File: src/hw/lcdos_map.vh
// Register offsets, field positions and reset values of the LCD output stage
`ifndef LCDOS_MAP_VH
`define LCDOS_MAP_VH

`define LCDOS_ADDR_W        8
`define LCDOS_OFF_PANEL_CFG 8'h00
`define LCDOS_OFF_POWER     8'h04
`define LCDOS_OFF_CON_CTRL  8'h08
`define LCDOS_OFF_CON_CMP   8'h0C
`define LCDOS_OFF_IRQ_EN    8'h10
`define LCDOS_OFF_IRQ_DIS   8'h14
`define LCDOS_OFF_IRQ_CLR   8'h18
`define LCDOS_OFF_IRQ_MASK  8'h1C
`define LCDOS_OFF_IRQ_STAT  8'h20
`define LCDOS_OFF_MODE      8'h24

`define LCDOS_POL_LSB       8
`define LCDOS_POL_MSB       12
`define LCDOS_EDGE_BIT      13
`define LCDOS_PWR_BIT       0
`define LCDOS_GUARD_LSB     1
`define LCDOS_GUARD_MSB     7
`define LCDOS_BUSY_BIT      31
`define LCDOS_PS_LSB        0
`define LCDOS_PS_MSB        1
`define LCDOS_CPOL_BIT      2
`define LCDOS_CEN_BIT       3

`define LCDOS_MODE_STN4S    3'h0
`define LCDOS_MODE_STN8S    3'h1
`define LCDOS_MODE_STN8D    3'h2
`define LCDOS_MODE_STN16D   3'h3
`define LCDOS_MODE_TFT24    3'h4
`define LCDOS_MODE_TFT16    3'h5

`define LCDOS_NIRQ          6
`define LCDOS_RST_PANEL_CFG 32'h0000_0000
`define LCDOS_RST_POWER     32'h0000_000E
`define LCDOS_RST_CON_CTRL  32'h0000_0000
`define LCDOS_RST_CON_CMP   32'h0000_0000

`endif

File: src/hw/lcdos_top.v
// LCD output stage: polarity, power sequencing, contrast PWM, data mux, interrupts
`timescale 1ns/1ps
`include "lcdos_map.vh"
// Overview of operation
// - Bits 12:8 of the panel configuration register invert the power pin and, while powered, each other clock/control output.
// - Panel power follows the request bit only after guard-field frames elapse.
// - Contrast output is an 8-bit PWM from free counter versus compare value.
// - Counter below compare gives the active level, otherwise its inverse.
// - Pulse width spans zero to 255 counts in a 256-count period.
// - Prescale field picks one of four counter rates.
// - 4-bit single STN drives lines 3:0 only.
// - 8-bit single STN drives lines 7:0 only.
// - 8-bit dual STN: upper panel on 3:0, lower panel on 7:4.
// - 16-bit dual STN: upper panel on 7:0, lower panel on 15:8.
// - Mono STN shifts one bit per pixel, colour STN three consecutive bits.
// - 24-bit TFT: blue 23:16, green 15:8, red 7:0.
// - 16-bit TFT: blue 23:19, green 15:10, red 7:3.
// - Six interrupt sources, all on the core clock.
// - Memory error interrupt on DMA bus error response.
// - Underflow interrupt when serializer reads an empty FIFO.
// - Overwrite interrupt when DMA writes a full FIFO.
// - End-of-frame interrupt when DMA reloads frame base pointers.
// - End-of-line interrupt at line blanking with DMA inactive.
// - End-of-last-line interrupt at last line blanking with DMA inactive.
// - Enable, disable, clear registers per source; mask and status readable.
// - Data changes on pixel clock falling edge by default, rising edge selectable.
module lcdos_top (
  input  wire        aclk,
  input  wire        aresetn,
  input  wire        clk_en,
  input  wire [7:0]  s_axi_awaddr,
  input  wire        s_axi_awvalid,
  output reg         s_axi_awready,
  input  wire [31:0] s_axi_wdata,
  input  wire [3:0]  s_axi_wstrb,
  input  wire        s_axi_wvalid,
  output reg         s_axi_wready,
  output reg  [1:0]  s_axi_bresp,
  output reg         s_axi_bvalid,
  input  wire        s_axi_bready,
  input  wire [7:0]  s_axi_araddr,
  input  wire        s_axi_arvalid,
  output reg         s_axi_arready,
  output reg  [31:0] s_axi_rdata,
  output reg  [1:0]  s_axi_rresp,
  output reg         s_axi_rvalid,
  input  wire        s_axi_rready,
  input  wire        pixel_clock_raw,
  input  wire        hsync_raw,
  input  wire        vsync_raw,
  input  wire        data_enable_raw,
  input  wire        pixel_valid,
  input  wire [23:0] pixel_data,
  input  wire        frame_start,
  input  wire        dma_bus_error,
  input  wire        fifo_read_empty,
  input  wire        fifo_write_full,
  input  wire        dma_base_reload,
  input  wire        line_blank_period,
  input  wire        last_line,
  input  wire        dma_active,
  output reg         pixel_clock,
  output reg         hsync,
  output reg         vsync,
  output reg         data_enable,
  output reg         panel_power_pin,
  output reg  [23:0] panel_data_bus,
  output reg         contrast_pwm_out,
  output reg         panel_power,
  output reg         irq
);

  ////////////////////////////////////////////////////////////////////////////////
  // Register bus
  reg  [31:0] panel_config_reg;
  reg  [31:0] power_control_reg;
  reg  [31:0] contrast_control;
  reg  [7:0]  contrast_compare;
  reg  [2:0]  mode_reg;
  reg  [5:0]  irq_mask;
  reg  [5:0]  irq_status;
  reg  [7:0]  wr_addr;
  reg         aw_held;
  reg  [31:0] wr_data;
  reg  [3:0]  wr_strb;
  reg         w_held;
  reg         power_busy;

  wire        wr_go = aw_held & w_held & ~s_axi_bvalid;

  function mapped;
    input [7:0] a;
    begin
      case (a)
        `LCDOS_OFF_PANEL_CFG, `LCDOS_OFF_POWER, `LCDOS_OFF_CON_CTRL,
        `LCDOS_OFF_CON_CMP, `LCDOS_OFF_IRQ_EN, `LCDOS_OFF_IRQ_DIS,
        `LCDOS_OFF_IRQ_CLR, `LCDOS_OFF_IRQ_MASK, `LCDOS_OFF_IRQ_STAT,
        `LCDOS_OFF_MODE: mapped = 1'b1;
        default: mapped = 1'b0;
      endcase
    end
  endfunction

  function [31:0] merge;
    input [31:0] old;
    input [31:0] d;
    input [3:0]  s;
    integer k;
    begin
      for (k = 0; k < 4; k = k + 1) begin
        merge[k*8 +: 8] = s[k] ? d[k*8 +: 8] : old[k*8 +: 8];
      end
    end
  endfunction

  wire wr_hit_en  = wr_go & (wr_addr == `LCDOS_OFF_IRQ_EN);
  wire wr_hit_dis = wr_go & (wr_addr == `LCDOS_OFF_IRQ_DIS);
  wire wr_hit_clr = wr_go & (wr_addr == `LCDOS_OFF_IRQ_CLR);
  wire wr_hit_pwr = wr_go & (wr_addr == `LCDOS_OFF_POWER);

  always @(posedge aclk) begin
    if (!aresetn) begin
      s_axi_awready     <= 1'b0;
      s_axi_wready      <= 1'b0;
      s_axi_bvalid      <= 1'b0;
      s_axi_bresp       <= 2'h0;
      aw_held           <= 1'b0;
      w_held            <= 1'b0;
      wr_addr           <= 8'h00;
      wr_data           <= 32'h0000_0000;
      wr_strb           <= 4'h0;
      panel_config_reg  <= `LCDOS_RST_PANEL_CFG;
      power_control_reg <= `LCDOS_RST_POWER;
      contrast_control  <= `LCDOS_RST_CON_CTRL;
      contrast_compare  <= 8'h00;
      mode_reg          <= `LCDOS_MODE_STN4S;
      irq_mask          <= 6'h00;
    end else if (clk_en) begin
      s_axi_awready <= ~aw_held & ~s_axi_awready & s_axi_awvalid;
      s_axi_wready  <= ~w_held & ~s_axi_wready & s_axi_wvalid;
      if (s_axi_awvalid & s_axi_awready) begin
        aw_held <= 1'b1;
        wr_addr <= {s_axi_awaddr[7:2], 2'h0};
      end
      if (s_axi_wvalid & s_axi_wready) begin
        w_held  <= 1'b1;
        wr_data <= s_axi_wdata;
        wr_strb <= s_axi_wstrb;
      end
      if (wr_go) begin
        aw_held      <= 1'b0;
        w_held       <= 1'b0;
        s_axi_bvalid <= 1'b1;
        s_axi_bresp  <= mapped(wr_addr) ? 2'h0 : 2'h2;
        case (wr_addr)
          `LCDOS_OFF_PANEL_CFG: panel_config_reg <= merge(panel_config_reg, wr_data, wr_strb);
          `LCDOS_OFF_POWER:     power_control_reg <= merge(power_control_reg, wr_data, wr_strb);
          `LCDOS_OFF_CON_CTRL:  contrast_control <= merge(contrast_control, wr_data, wr_strb);
          `LCDOS_OFF_CON_CMP:   if (wr_strb[0]) contrast_compare <= wr_data[7:0];
          `LCDOS_OFF_MODE:      if (wr_strb[0]) mode_reg <= wr_data[2:0];
          default: ;
        endcase
        if (wr_hit_en & wr_strb[0])
          irq_mask <= irq_mask | wr_data[5:0];
        if (wr_hit_dis & wr_strb[0])
          irq_mask <= irq_mask & ~wr_data[5:0];
      end else if (s_axi_bvalid & s_axi_bready) begin
        s_axi_bvalid <= 1'b0;
      end
    end
  end

  always @(posedge aclk) begin
    if (!aresetn) begin
      s_axi_arready <= 1'b0;
      s_axi_rvalid  <= 1'b0;
      s_axi_rdata   <= 32'h0000_0000;
      s_axi_rresp   <= 2'h0;
    end else if (clk_en) begin
      s_axi_arready <= ~s_axi_arready & ~s_axi_rvalid & s_axi_arvalid;
      if (s_axi_arvalid & s_axi_arready) begin
        s_axi_rvalid <= 1'b1;
        s_axi_rresp  <= mapped({s_axi_araddr[7:2], 2'h0}) ? 2'h0 : 2'h2;
        case ({s_axi_araddr[7:2], 2'h0})
          `LCDOS_OFF_PANEL_CFG: s_axi_rdata <= panel_config_reg;
          `LCDOS_OFF_POWER:     s_axi_rdata <= {power_busy, power_control_reg[30:0]};
          `LCDOS_OFF_CON_CTRL:  s_axi_rdata <= contrast_control;
          `LCDOS_OFF_CON_CMP:   s_axi_rdata <= {24'h000000, contrast_compare};
          `LCDOS_OFF_IRQ_MASK:  s_axi_rdata <= {26'h0, irq_mask};
          `LCDOS_OFF_IRQ_STAT:  s_axi_rdata <= {26'h0, irq_status};
          `LCDOS_OFF_MODE:      s_axi_rdata <= {29'h0, mode_reg};
          default:              s_axi_rdata <= 32'h0000_0000;
        endcase
      end else if (s_axi_rvalid & s_axi_rready) begin
        s_axi_rvalid <= 1'b0;
      end
    end
  end

  ////////////////////////////////////////////////////////////////////////////////
  // Panel control synchronisers and polarity
  reg [3:0] sync_a;
  reg [3:0] sync_b;
  reg [3:0] sync_c;
  reg [3:0] ctl_level;
  wire [3:0] ctl_raw = {data_enable_raw, vsync_raw, hsync_raw, pixel_clock_raw};
  wire [4:0] contrast_active_level = panel_config_reg[`LCDOS_POL_MSB:`LCDOS_POL_LSB];

  genvar g;
  generate
    for (g = 0; g < 4; g = g + 1) begin : g_sync
      // A change is only accepted once the second and third stages agree
      always @(posedge aclk) begin
        if (!aresetn) begin
          sync_a[g]    <= 1'b0;
          sync_b[g]    <= 1'b0;
          sync_c[g]    <= 1'b0;
          ctl_level[g] <= 1'b0;
        end else if (clk_en) begin
          sync_a[g] <= ctl_raw[g];
          sync_b[g] <= sync_a[g];
          sync_c[g] <= sync_b[g];
          if (sync_b[g] == sync_c[g])
            ctl_level[g] <= sync_c[g];
        end
      end
    end
  endgenerate

  reg pclk_prev;
  wire launch_edge = panel_config_reg[`LCDOS_EDGE_BIT] ?
                     (ctl_level[0] & ~pclk_prev) : (~ctl_level[0] & pclk_prev);

  always @(posedge aclk) begin
    if (!aresetn) begin
      pixel_clock     <= 1'b0;
      hsync           <= 1'b0;
      vsync           <= 1'b0;
      data_enable     <= 1'b0;
      panel_power_pin <= 1'b0;
      pclk_prev       <= 1'b0;
    end else if (clk_en) begin
      pclk_prev <= ctl_level[0];
      // Clock/control outputs other than panel_power_pin are held low while the panel is unpowered, whatever their polarity bits
      pixel_clock     <= panel_power & (ctl_level[0] ^ contrast_active_level[0]);
      hsync           <= panel_power & (ctl_level[1] ^ contrast_active_level[1]);
      vsync           <= panel_power & (ctl_level[2] ^ contrast_active_level[2]);
      data_enable     <= panel_power & (ctl_level[3] ^ contrast_active_level[3]);
      panel_power_pin <= panel_power ^ contrast_active_level[4];
    end
  end

  ////////////////////////////////////////////////////////////////////////////////
  // Power sequencing: guard counted in frames after each request change
  reg [6:0] guard_cnt;
  wire      pwr_req = power_control_reg[`LCDOS_PWR_BIT];
  wire [6:0] guard  = power_control_reg[`LCDOS_GUARD_MSB:`LCDOS_GUARD_LSB];

  always @(posedge aclk) begin
    if (!aresetn) begin
      panel_power <= 1'b0;
      power_busy  <= 1'b0;
      guard_cnt   <= 7'h00;
    end else if (clk_en) begin
      if (wr_hit_pwr) begin
        guard_cnt  <= 7'h00;
        power_busy <= 1'b1;
      end else if (power_busy & (pwr_req == panel_power)) begin
        power_busy <= 1'b0;
      end else if (power_busy & frame_start) begin
        // A guard of zero is treated as one frame to keep the FIFOs primed
        if (guard_cnt + 7'h01 >= guard) begin
          panel_power <= pwr_req;
          power_busy  <= 1'b0;
        end else begin
          guard_cnt <= guard_cnt + 7'h01;
        end
      end
    end
  end

  ////////////////////////////////////////////////////////////////////////////////
  // Contrast PWM
  reg [7:0] pre_cnt;
  reg [7:0] con_cnt;
  wire [1:0] ps = contrast_control[`LCDOS_PS_MSB:`LCDOS_PS_LSB];
  wire tick = (ps == 2'h0) ? 1'b1 :
              (ps == 2'h1) ? (pre_cnt[0] == 1'b1) :
              (ps == 2'h2) ? (pre_cnt[1:0] == 2'h3) :
                             (pre_cnt[7:0] == 8'hFF);

  always @(posedge aclk) begin
    if (!aresetn) begin
      pre_cnt          <= 8'h00;
      con_cnt          <= 8'h00;
      contrast_pwm_out <= 1'b0;
    end else if (clk_en) begin
      pre_cnt <= pre_cnt + 8'h01;
      if (tick)
        con_cnt <= con_cnt + 8'h01; // wraps naturally at 8 bits
      if (!contrast_control[`LCDOS_CEN_BIT])
        contrast_pwm_out <= ~contrast_control[`LCDOS_CPOL_BIT];
      else if (con_cnt < contrast_compare)
        contrast_pwm_out <= contrast_control[`LCDOS_CPOL_BIT];
      else
        contrast_pwm_out <= ~contrast_control[`LCDOS_CPOL_BIT];
    end
  end

  ////////////////////////////////////////////////////////////////////////////////
  // Data mux; pixel_data holds serializer bits already packed, RGB consecutive
  reg [23:0] next_data;
  always @* begin
    next_data = 24'h000000;
    case (mode_reg)
      `LCDOS_MODE_STN4S:  next_data = {20'h00000, pixel_data[3:0]};
      `LCDOS_MODE_STN8S:  next_data = {16'h0000, pixel_data[7:0]};
      `LCDOS_MODE_STN8D:  next_data = {16'h0000, pixel_data[7:4], pixel_data[3:0]};
      `LCDOS_MODE_STN16D: next_data = {8'h00, pixel_data[15:8], pixel_data[7:0]};
      `LCDOS_MODE_TFT24:  next_data = pixel_data;
      `LCDOS_MODE_TFT16:  next_data = {pixel_data[23:19], 3'h0, pixel_data[15:10], 2'h0,
                                       pixel_data[7:3], 3'h0};
      default:            next_data = 24'h000000;
    endcase
  end

  always @(posedge aclk) begin
    if (!aresetn)
      panel_data_bus <= 24'h000000;
    else if (clk_en) begin
      if (!panel_power)
        panel_data_bus <= 24'h000000;
      else if (pixel_valid & launch_edge)
        panel_data_bus <= next_data;
    end
  end

  ////////////////////////////////////////////////////////////////////////////////
  // Interrupts, all on aclk; set wins over clear
  wire [5:0] irq_event = {line_blank_period & last_line & ~dma_active,
                          line_blank_period & ~dma_active,
                          dma_base_reload,
                          fifo_write_full,
                          fifo_read_empty,
                          dma_bus_error};
  wire [5:0] clr_bits = (wr_hit_clr & wr_strb[0]) ? wr_data[5:0] : 6'h00;

  always @(posedge aclk) begin
    if (!aresetn) begin
      irq_status <= 6'h00;
      irq        <= 1'b0;
    end else if (clk_en) begin
      irq_status <= (irq_status & ~clr_bits) | irq_event;
      irq        <= |(irq_status & irq_mask);
    end
  end

endmodule // lcdos_top

File: config.mk
export PLATFORM = sky130hd
export DESIGN_NAME = lcdos_top
export DESIGN_NICKNAME = d
export VERILOG_FILES = /design/src/hw/lcdos_top.v
export VERILOG_INCLUDE_DIRS = /design/src /design/src/hw
export SDC_FILE = /design/constraint.sdc
export NUM_CORES = 1
export LEC_CHECK = 0
export BUFFER_PORTS_ARGS = -buffer_cell sky130_fd_sc_hd__buf_2
export CORE_MARGIN = 4
export CORE_UTILIZATION = 55
export DETAILED_ROUTE_END_ITERATION = 7
export PLACE_DENSITY = 0.77
export RECOVER_POWER = 50
export SYNTH_ARGS = -nofsm -noshare
export SYNTH_HDL_FRONTEND = slang
export SYNTH_SLANG_ARGS = --single-unit
export TNS_END_PERCENT = 20
File: constraint.sdc
create_clock -name aclk -period 6.8 [get_ports aclk]
set_input_delay 0.34 -clock aclk [delete_from_list [all_inputs] [get_ports aclk]]
set_output_delay 0.34 -clock aclk [all_outputs]
set_load 0.05 [all_outputs]
======== Yosys cells after proc, flatten, opt, wreduce, memory -nomap -nowiden ========
Index checks and enable logic that the tools add are counted.
word-level totals
  bits in writable memories ............... 0
  bits in latches ......................... 0
  output and inout bits ................... 73
  bits of input ports ..................... 97
  bits in read-only memories .............. 0
  logic and storage cells ................. 243
  memories ................................ 0
  flip-flop bits (word level) ............. 276
cells by class
  bitwise logic cells ..................... 57
  order comparisons ....................... 2
  div/mod/pow operators ................... 0
  multiplexer cells ....................... 39
  shift-type cells ........................ 0
  multipliers ............................. 0
  equality and inequality tests ........... 35
  $add $sub $neg .......................... 3
  reductions and logical operators ........ 48
operators with widths
  operator                                                               count
  32-bit one-hot mux with 7 select lines                                 1
  24-bit one-hot mux with 5 select lines                                 1
  4-bit AND reduction                                                    15
  6-bit by 3-bit equality test with 1-bit output, second input constant  8
  24-bit two-way mux                                                     2
  1-bit bitwise AND                                                      32
  7-bit two-way mux                                                      4
  2-bit AND reduction                                                    14
  1-bit two-way mux                                                      26
  6-bit by 2-bit equality test with 1-bit output, second input constant  4
  6-bit by 4-bit equality test with 1-bit output, second input constant  4
  10-bit OR reduction                                                    2
  6-bit bitwise AND                                                      3
  6-bit two-way mux                                                      3
  8-bit by 1-bit adder with 8-bit output, second input constant          2
  1-bit NOT                                                              13
  6-bit by 1-bit equality test with 1-bit output, second input constant  2
  6-bit NOT                                                              2
  6-bit OR                                                               2
  2-bit nonzero test                                                     6
  8-bit equality test, second input constant                             1
  8-bit logical NOT                                                      1
  8-bit less-than comparator                                             1
  7-bit by 1-bit adder with 7-bit output, second input constant          1
  19 further kinds                                                       34

======== Logic depth before layout (Yosys ltp) ========
  depth in word-level cells ............... 8
  gate-level depth with buffers ........... 10
  depth with buffers taken out ............ 10

======== Least setup slack after synthesis ========
No wires, ideal clock.
  path kind ............................... flip-flop to flip-flop
  start point ............................. register guard_cnt[0]
  end point ............................... register guard_cnt[3]
  data required time ...................... 6730 ps
  stages on the path, launching flop included .. 11
  setup slack ............................. 4369 ps
  period minus slack after synthesis ...... 2431 ps
  arrival time ............................ 2360 ps
  setup time .............................. 70 ps
  buffers on the path ..................... 0
  cell sequence ........................... dfxtp_1 ha_1 nand3_1 nor2_1 xor2_1 ha_1 a21oi_1 and3_1 o211ai_1 or4_1 a21oi_1
between the ends
  longest elaborated chain between the ends .. 5
  elaborated cells between the ends (all ways) .. 8
  classes of those cells .................. 1 x add/sub; 1 x order compare; 1 x eq/ne; 4 x mux; 1 x reduce/logical
ends and longest elaborated chain
  item                                                                                       line                              text
  start, declared                                                                            lcdos_top.v:255                   reg [6:0] guard_cnt;
  start signal, assigned                                                                     lcdos_top.v:276                   guard_cnt <= guard_cnt + 7'h01;
  7-bit by 1-bit adder with 7-bit output *                                                   lcdos_top.v:272, lcdos_top.v:276
  parallel branches: the longest is 4 deep, another holds 7-bit greater-or-equal comparator  --
Mark *: on every way between the ends. The select of a mux whose other input is x is not followed.
A chain may end at the register's enable or synchronous reset.

==> flow_summary.json <==
{
  "hold_violations": 0,
  "cts.sinks": 274,
  "critPathArrivalTime_ns": 4.96,
  "die_w_um": 151.7,
  "cts_buffer_depth": 3,
  "powerDensity_nw_per_um2": 247.9,
  "dr.pass1.iters": 5,
  "viasPerCell": 5.580,
  "io_buffers": 163,
  "period_share_pct": 66.66,
  "grt-ovfl-total": 0,
  "final.min_clock_period_ns": 4.533,
  "rows": 52,
  "synth_top_area_cell": "dfxtp_1",
  "cp-end-kind": "flop",
  "multi_input_area_um2": 5450,
  "hpwl_um": 19230,
  "hp-class": "input port to flop",
  "synth-compound-area-share_pct": 13.17,
  "vias": 9463,
  "nets": 1519,
  "grt_start_max_net_pins": 96,
  "synth_area_um2": 11360,
  "syn2layout_area_growth_pct": 14.51,
  "cts_buffers": 29,
  "grt_pass1_wl_um": 45200,
  "final_cell_mix": "274 x dfxtp_1, 174 x nand2_1, 156 x nor2_1, 124 x mux2i_1",
  "syn_area_per_cell_um2": 8.916,
  "min_from": "pixel_data[10]",
  "reg2reg_from": "guard_cnt[0]",
  "routed_wl_um": 28320,
  "ys.flop_type": "dfxtp_1",
  "cts_hold_buf": 0,
  "maxSlewHeadroom_pct": -137.2,
  "synth_seq_cells": 274,
  "dieArea_um2": 23010,
  "max_freq_ghz": 0.2206,
  "use_met2_pct": 39.47,
  "wire_per_inst_um": 16.70,
  "async_flop_share_pct": 0,
  "antenna_cells": 0,
  "p_leak_nw": 4.982,
  "synth_fa_ha_area_share_pct": 1.873,
  "synth_top_area_share_pct": 48.29,
  "detail-route-antenna-nets": 0,
  "clock_latency_ns": 0.54,
  "drv_slew": 83,
  "antenna_found_initial": 0,
  "crit_path_max_fanout": 95,
  "fillers": 1752,
  "status": "finished with violations",
  "register_area_um2": 5485,
  "violations": "max-capacitance violations, max-slew violations",
  "path_class": "input port to flop",
  "start_kind": "input port",
  "ir_drop_mv": 0.2007,
  "cts_root_buf": "clkbuf_16",
  "grt_most_used_layer": "met2",
  "use_met1_pct": 32.90,
  "ys_types": 63,
  "grt_pass1_vias": 8942,
  "grt_util_met3_pct": 3.926,
  "setup_viol_count_final": 0,
  "yosysWarningCount": 0,
  "cts.reportedPaths.clkPinSlew_ns": 0.06,
  "cap_violations": 1,
  "yosys.area_share.simple_pct": 19.31,
  "drtIter0Drc": 653,
  "grtUsageTotal_pct": 23.98,
  "tns_ns": 0,
  "cp-startpoint": "aresetn",
  "gp_congestion": 0.8525,
  "synth-edff-count": 0,
  "cts_tree": "yes",
  "total_power_mw": 3.224,
  "synthMuxAreaShare_pct": 12.51,
  "drive_above_1_share_pct": 11.36,
  "postCtsSetupRepairBufs": 0,
  "synth_xor_area_share_pct": 1.542,
  "initial_core_util_pct": 55.95,
  "core_um2": 20300,
  "ios": 170,
  "synthCells": 1274,
  "drcViolationCount": 0,
  "h-tree-depth": 1,
  "crit_required_ns": 7.23,
  "synth_top_family_by_area": "simple AND/OR/NAND/NOR gates",
  "die_height_um": 151.7,
  "ctsResizeCount": 0,
  "rsz0062_at_grt": "no",
  "fin_worst_skew_ns": 0.01823,
  "ys_seq_area_share_pct": 48.29,
  "layout_commonest_cell": "dfxtp_1",
  "worst_pin_slew_ns": 3.558,
  "netlist_top_cells_area": "dfxtp_1 48%, mux2i_1 11%, nand2_1 5.8%, nor2_1 5.1%, a21oi_1 4.3%"
}
==> synthesized netlist by cell type (all sizes together) (11+ instances only) <==
| cell | n |
|---|---|
| xnor2 | 12 |
| nand2 | 174 |
| ha | 17 |
| nand4 | 13 |
| nand3 | 71 |
| a22oi | 11 |
| buf | 21 |
| nor2 | 161 |
| a21oi | 98 |
| mux2i | 124 |
| clkbuf | 52 |
| dfxtp | 274 |
| a211oi | 11 |
| inv | 20 |
| o21ai | 97 |
==> worst max-delay path: stages <==
cell	delay [ns]
clkbuf_1	0.46
inv_4	0.88
clkbuf_1	2.57
nor3_1	0.17
a32oi_1	0.31
nand2_1	0.07
==> area by class of cell <==
type                       count  area share (%)
inverter                      21          0.6253
clock inverter                10          0.4233
clock buffer                  42           6.263
sequential                   274           42.17
multi-input combinational    907           41.90
tap                          270           2.597
timing repair buffer         172           6.013
==> per-layer routing <==
metal  part of all wire, %  vias to the layer above
met5                     0                        -
met4                   2.0                        0
met3                   6.6                       48
met2                    47                      262
met1                    45                     4465
li1                      -                     4688
==> stage by stage <==
step	util [%]	area [µm²]	cells	worst slack [ns]	hold WS, ns
6_report	64.07	13010	1696	2.267	0.03102
5_1_grt	64.07	13010	1696	1.888	0.02716
4_1_cts	64.92	13180	1696	3.956	0.01247
3_5_place_dp	60.63	12310	1644	3.437	0.4388
3_3_place_gp	60.63	12310	1644	3.515	0.4321
2_1_floorplan	-	11360	1275	4.369	0.4317
==> path summary, 6_finish.rpt <==
kind / to / slack [ns] / cells after the start
min: panel_data_bus[10] / 0.03 / 3
max: contrast_pwm_out / 2.27 / 6
min reg2reg: s_axi_rdata[21] / 0.45 / 2
max reg2reg: guard_cnt[4] / 3.92 / 10
==> power breakdown <==
group          switching [mW]  internal, mW  total, mW
registers              0.0145          1.62       1.63
clock network           0.616         0.827       1.44
logic                  0.0991        0.0483      0.147
==> kinds of logic after synthesis <==
kind of cell,count (synthesis)
compound gates,258
xor+xnor,20
fa+ha+maj,17
buf+inv,94
flops,274
mux,132
other cells,1
simple gates,478
Power figures use the tool's default switching activity.
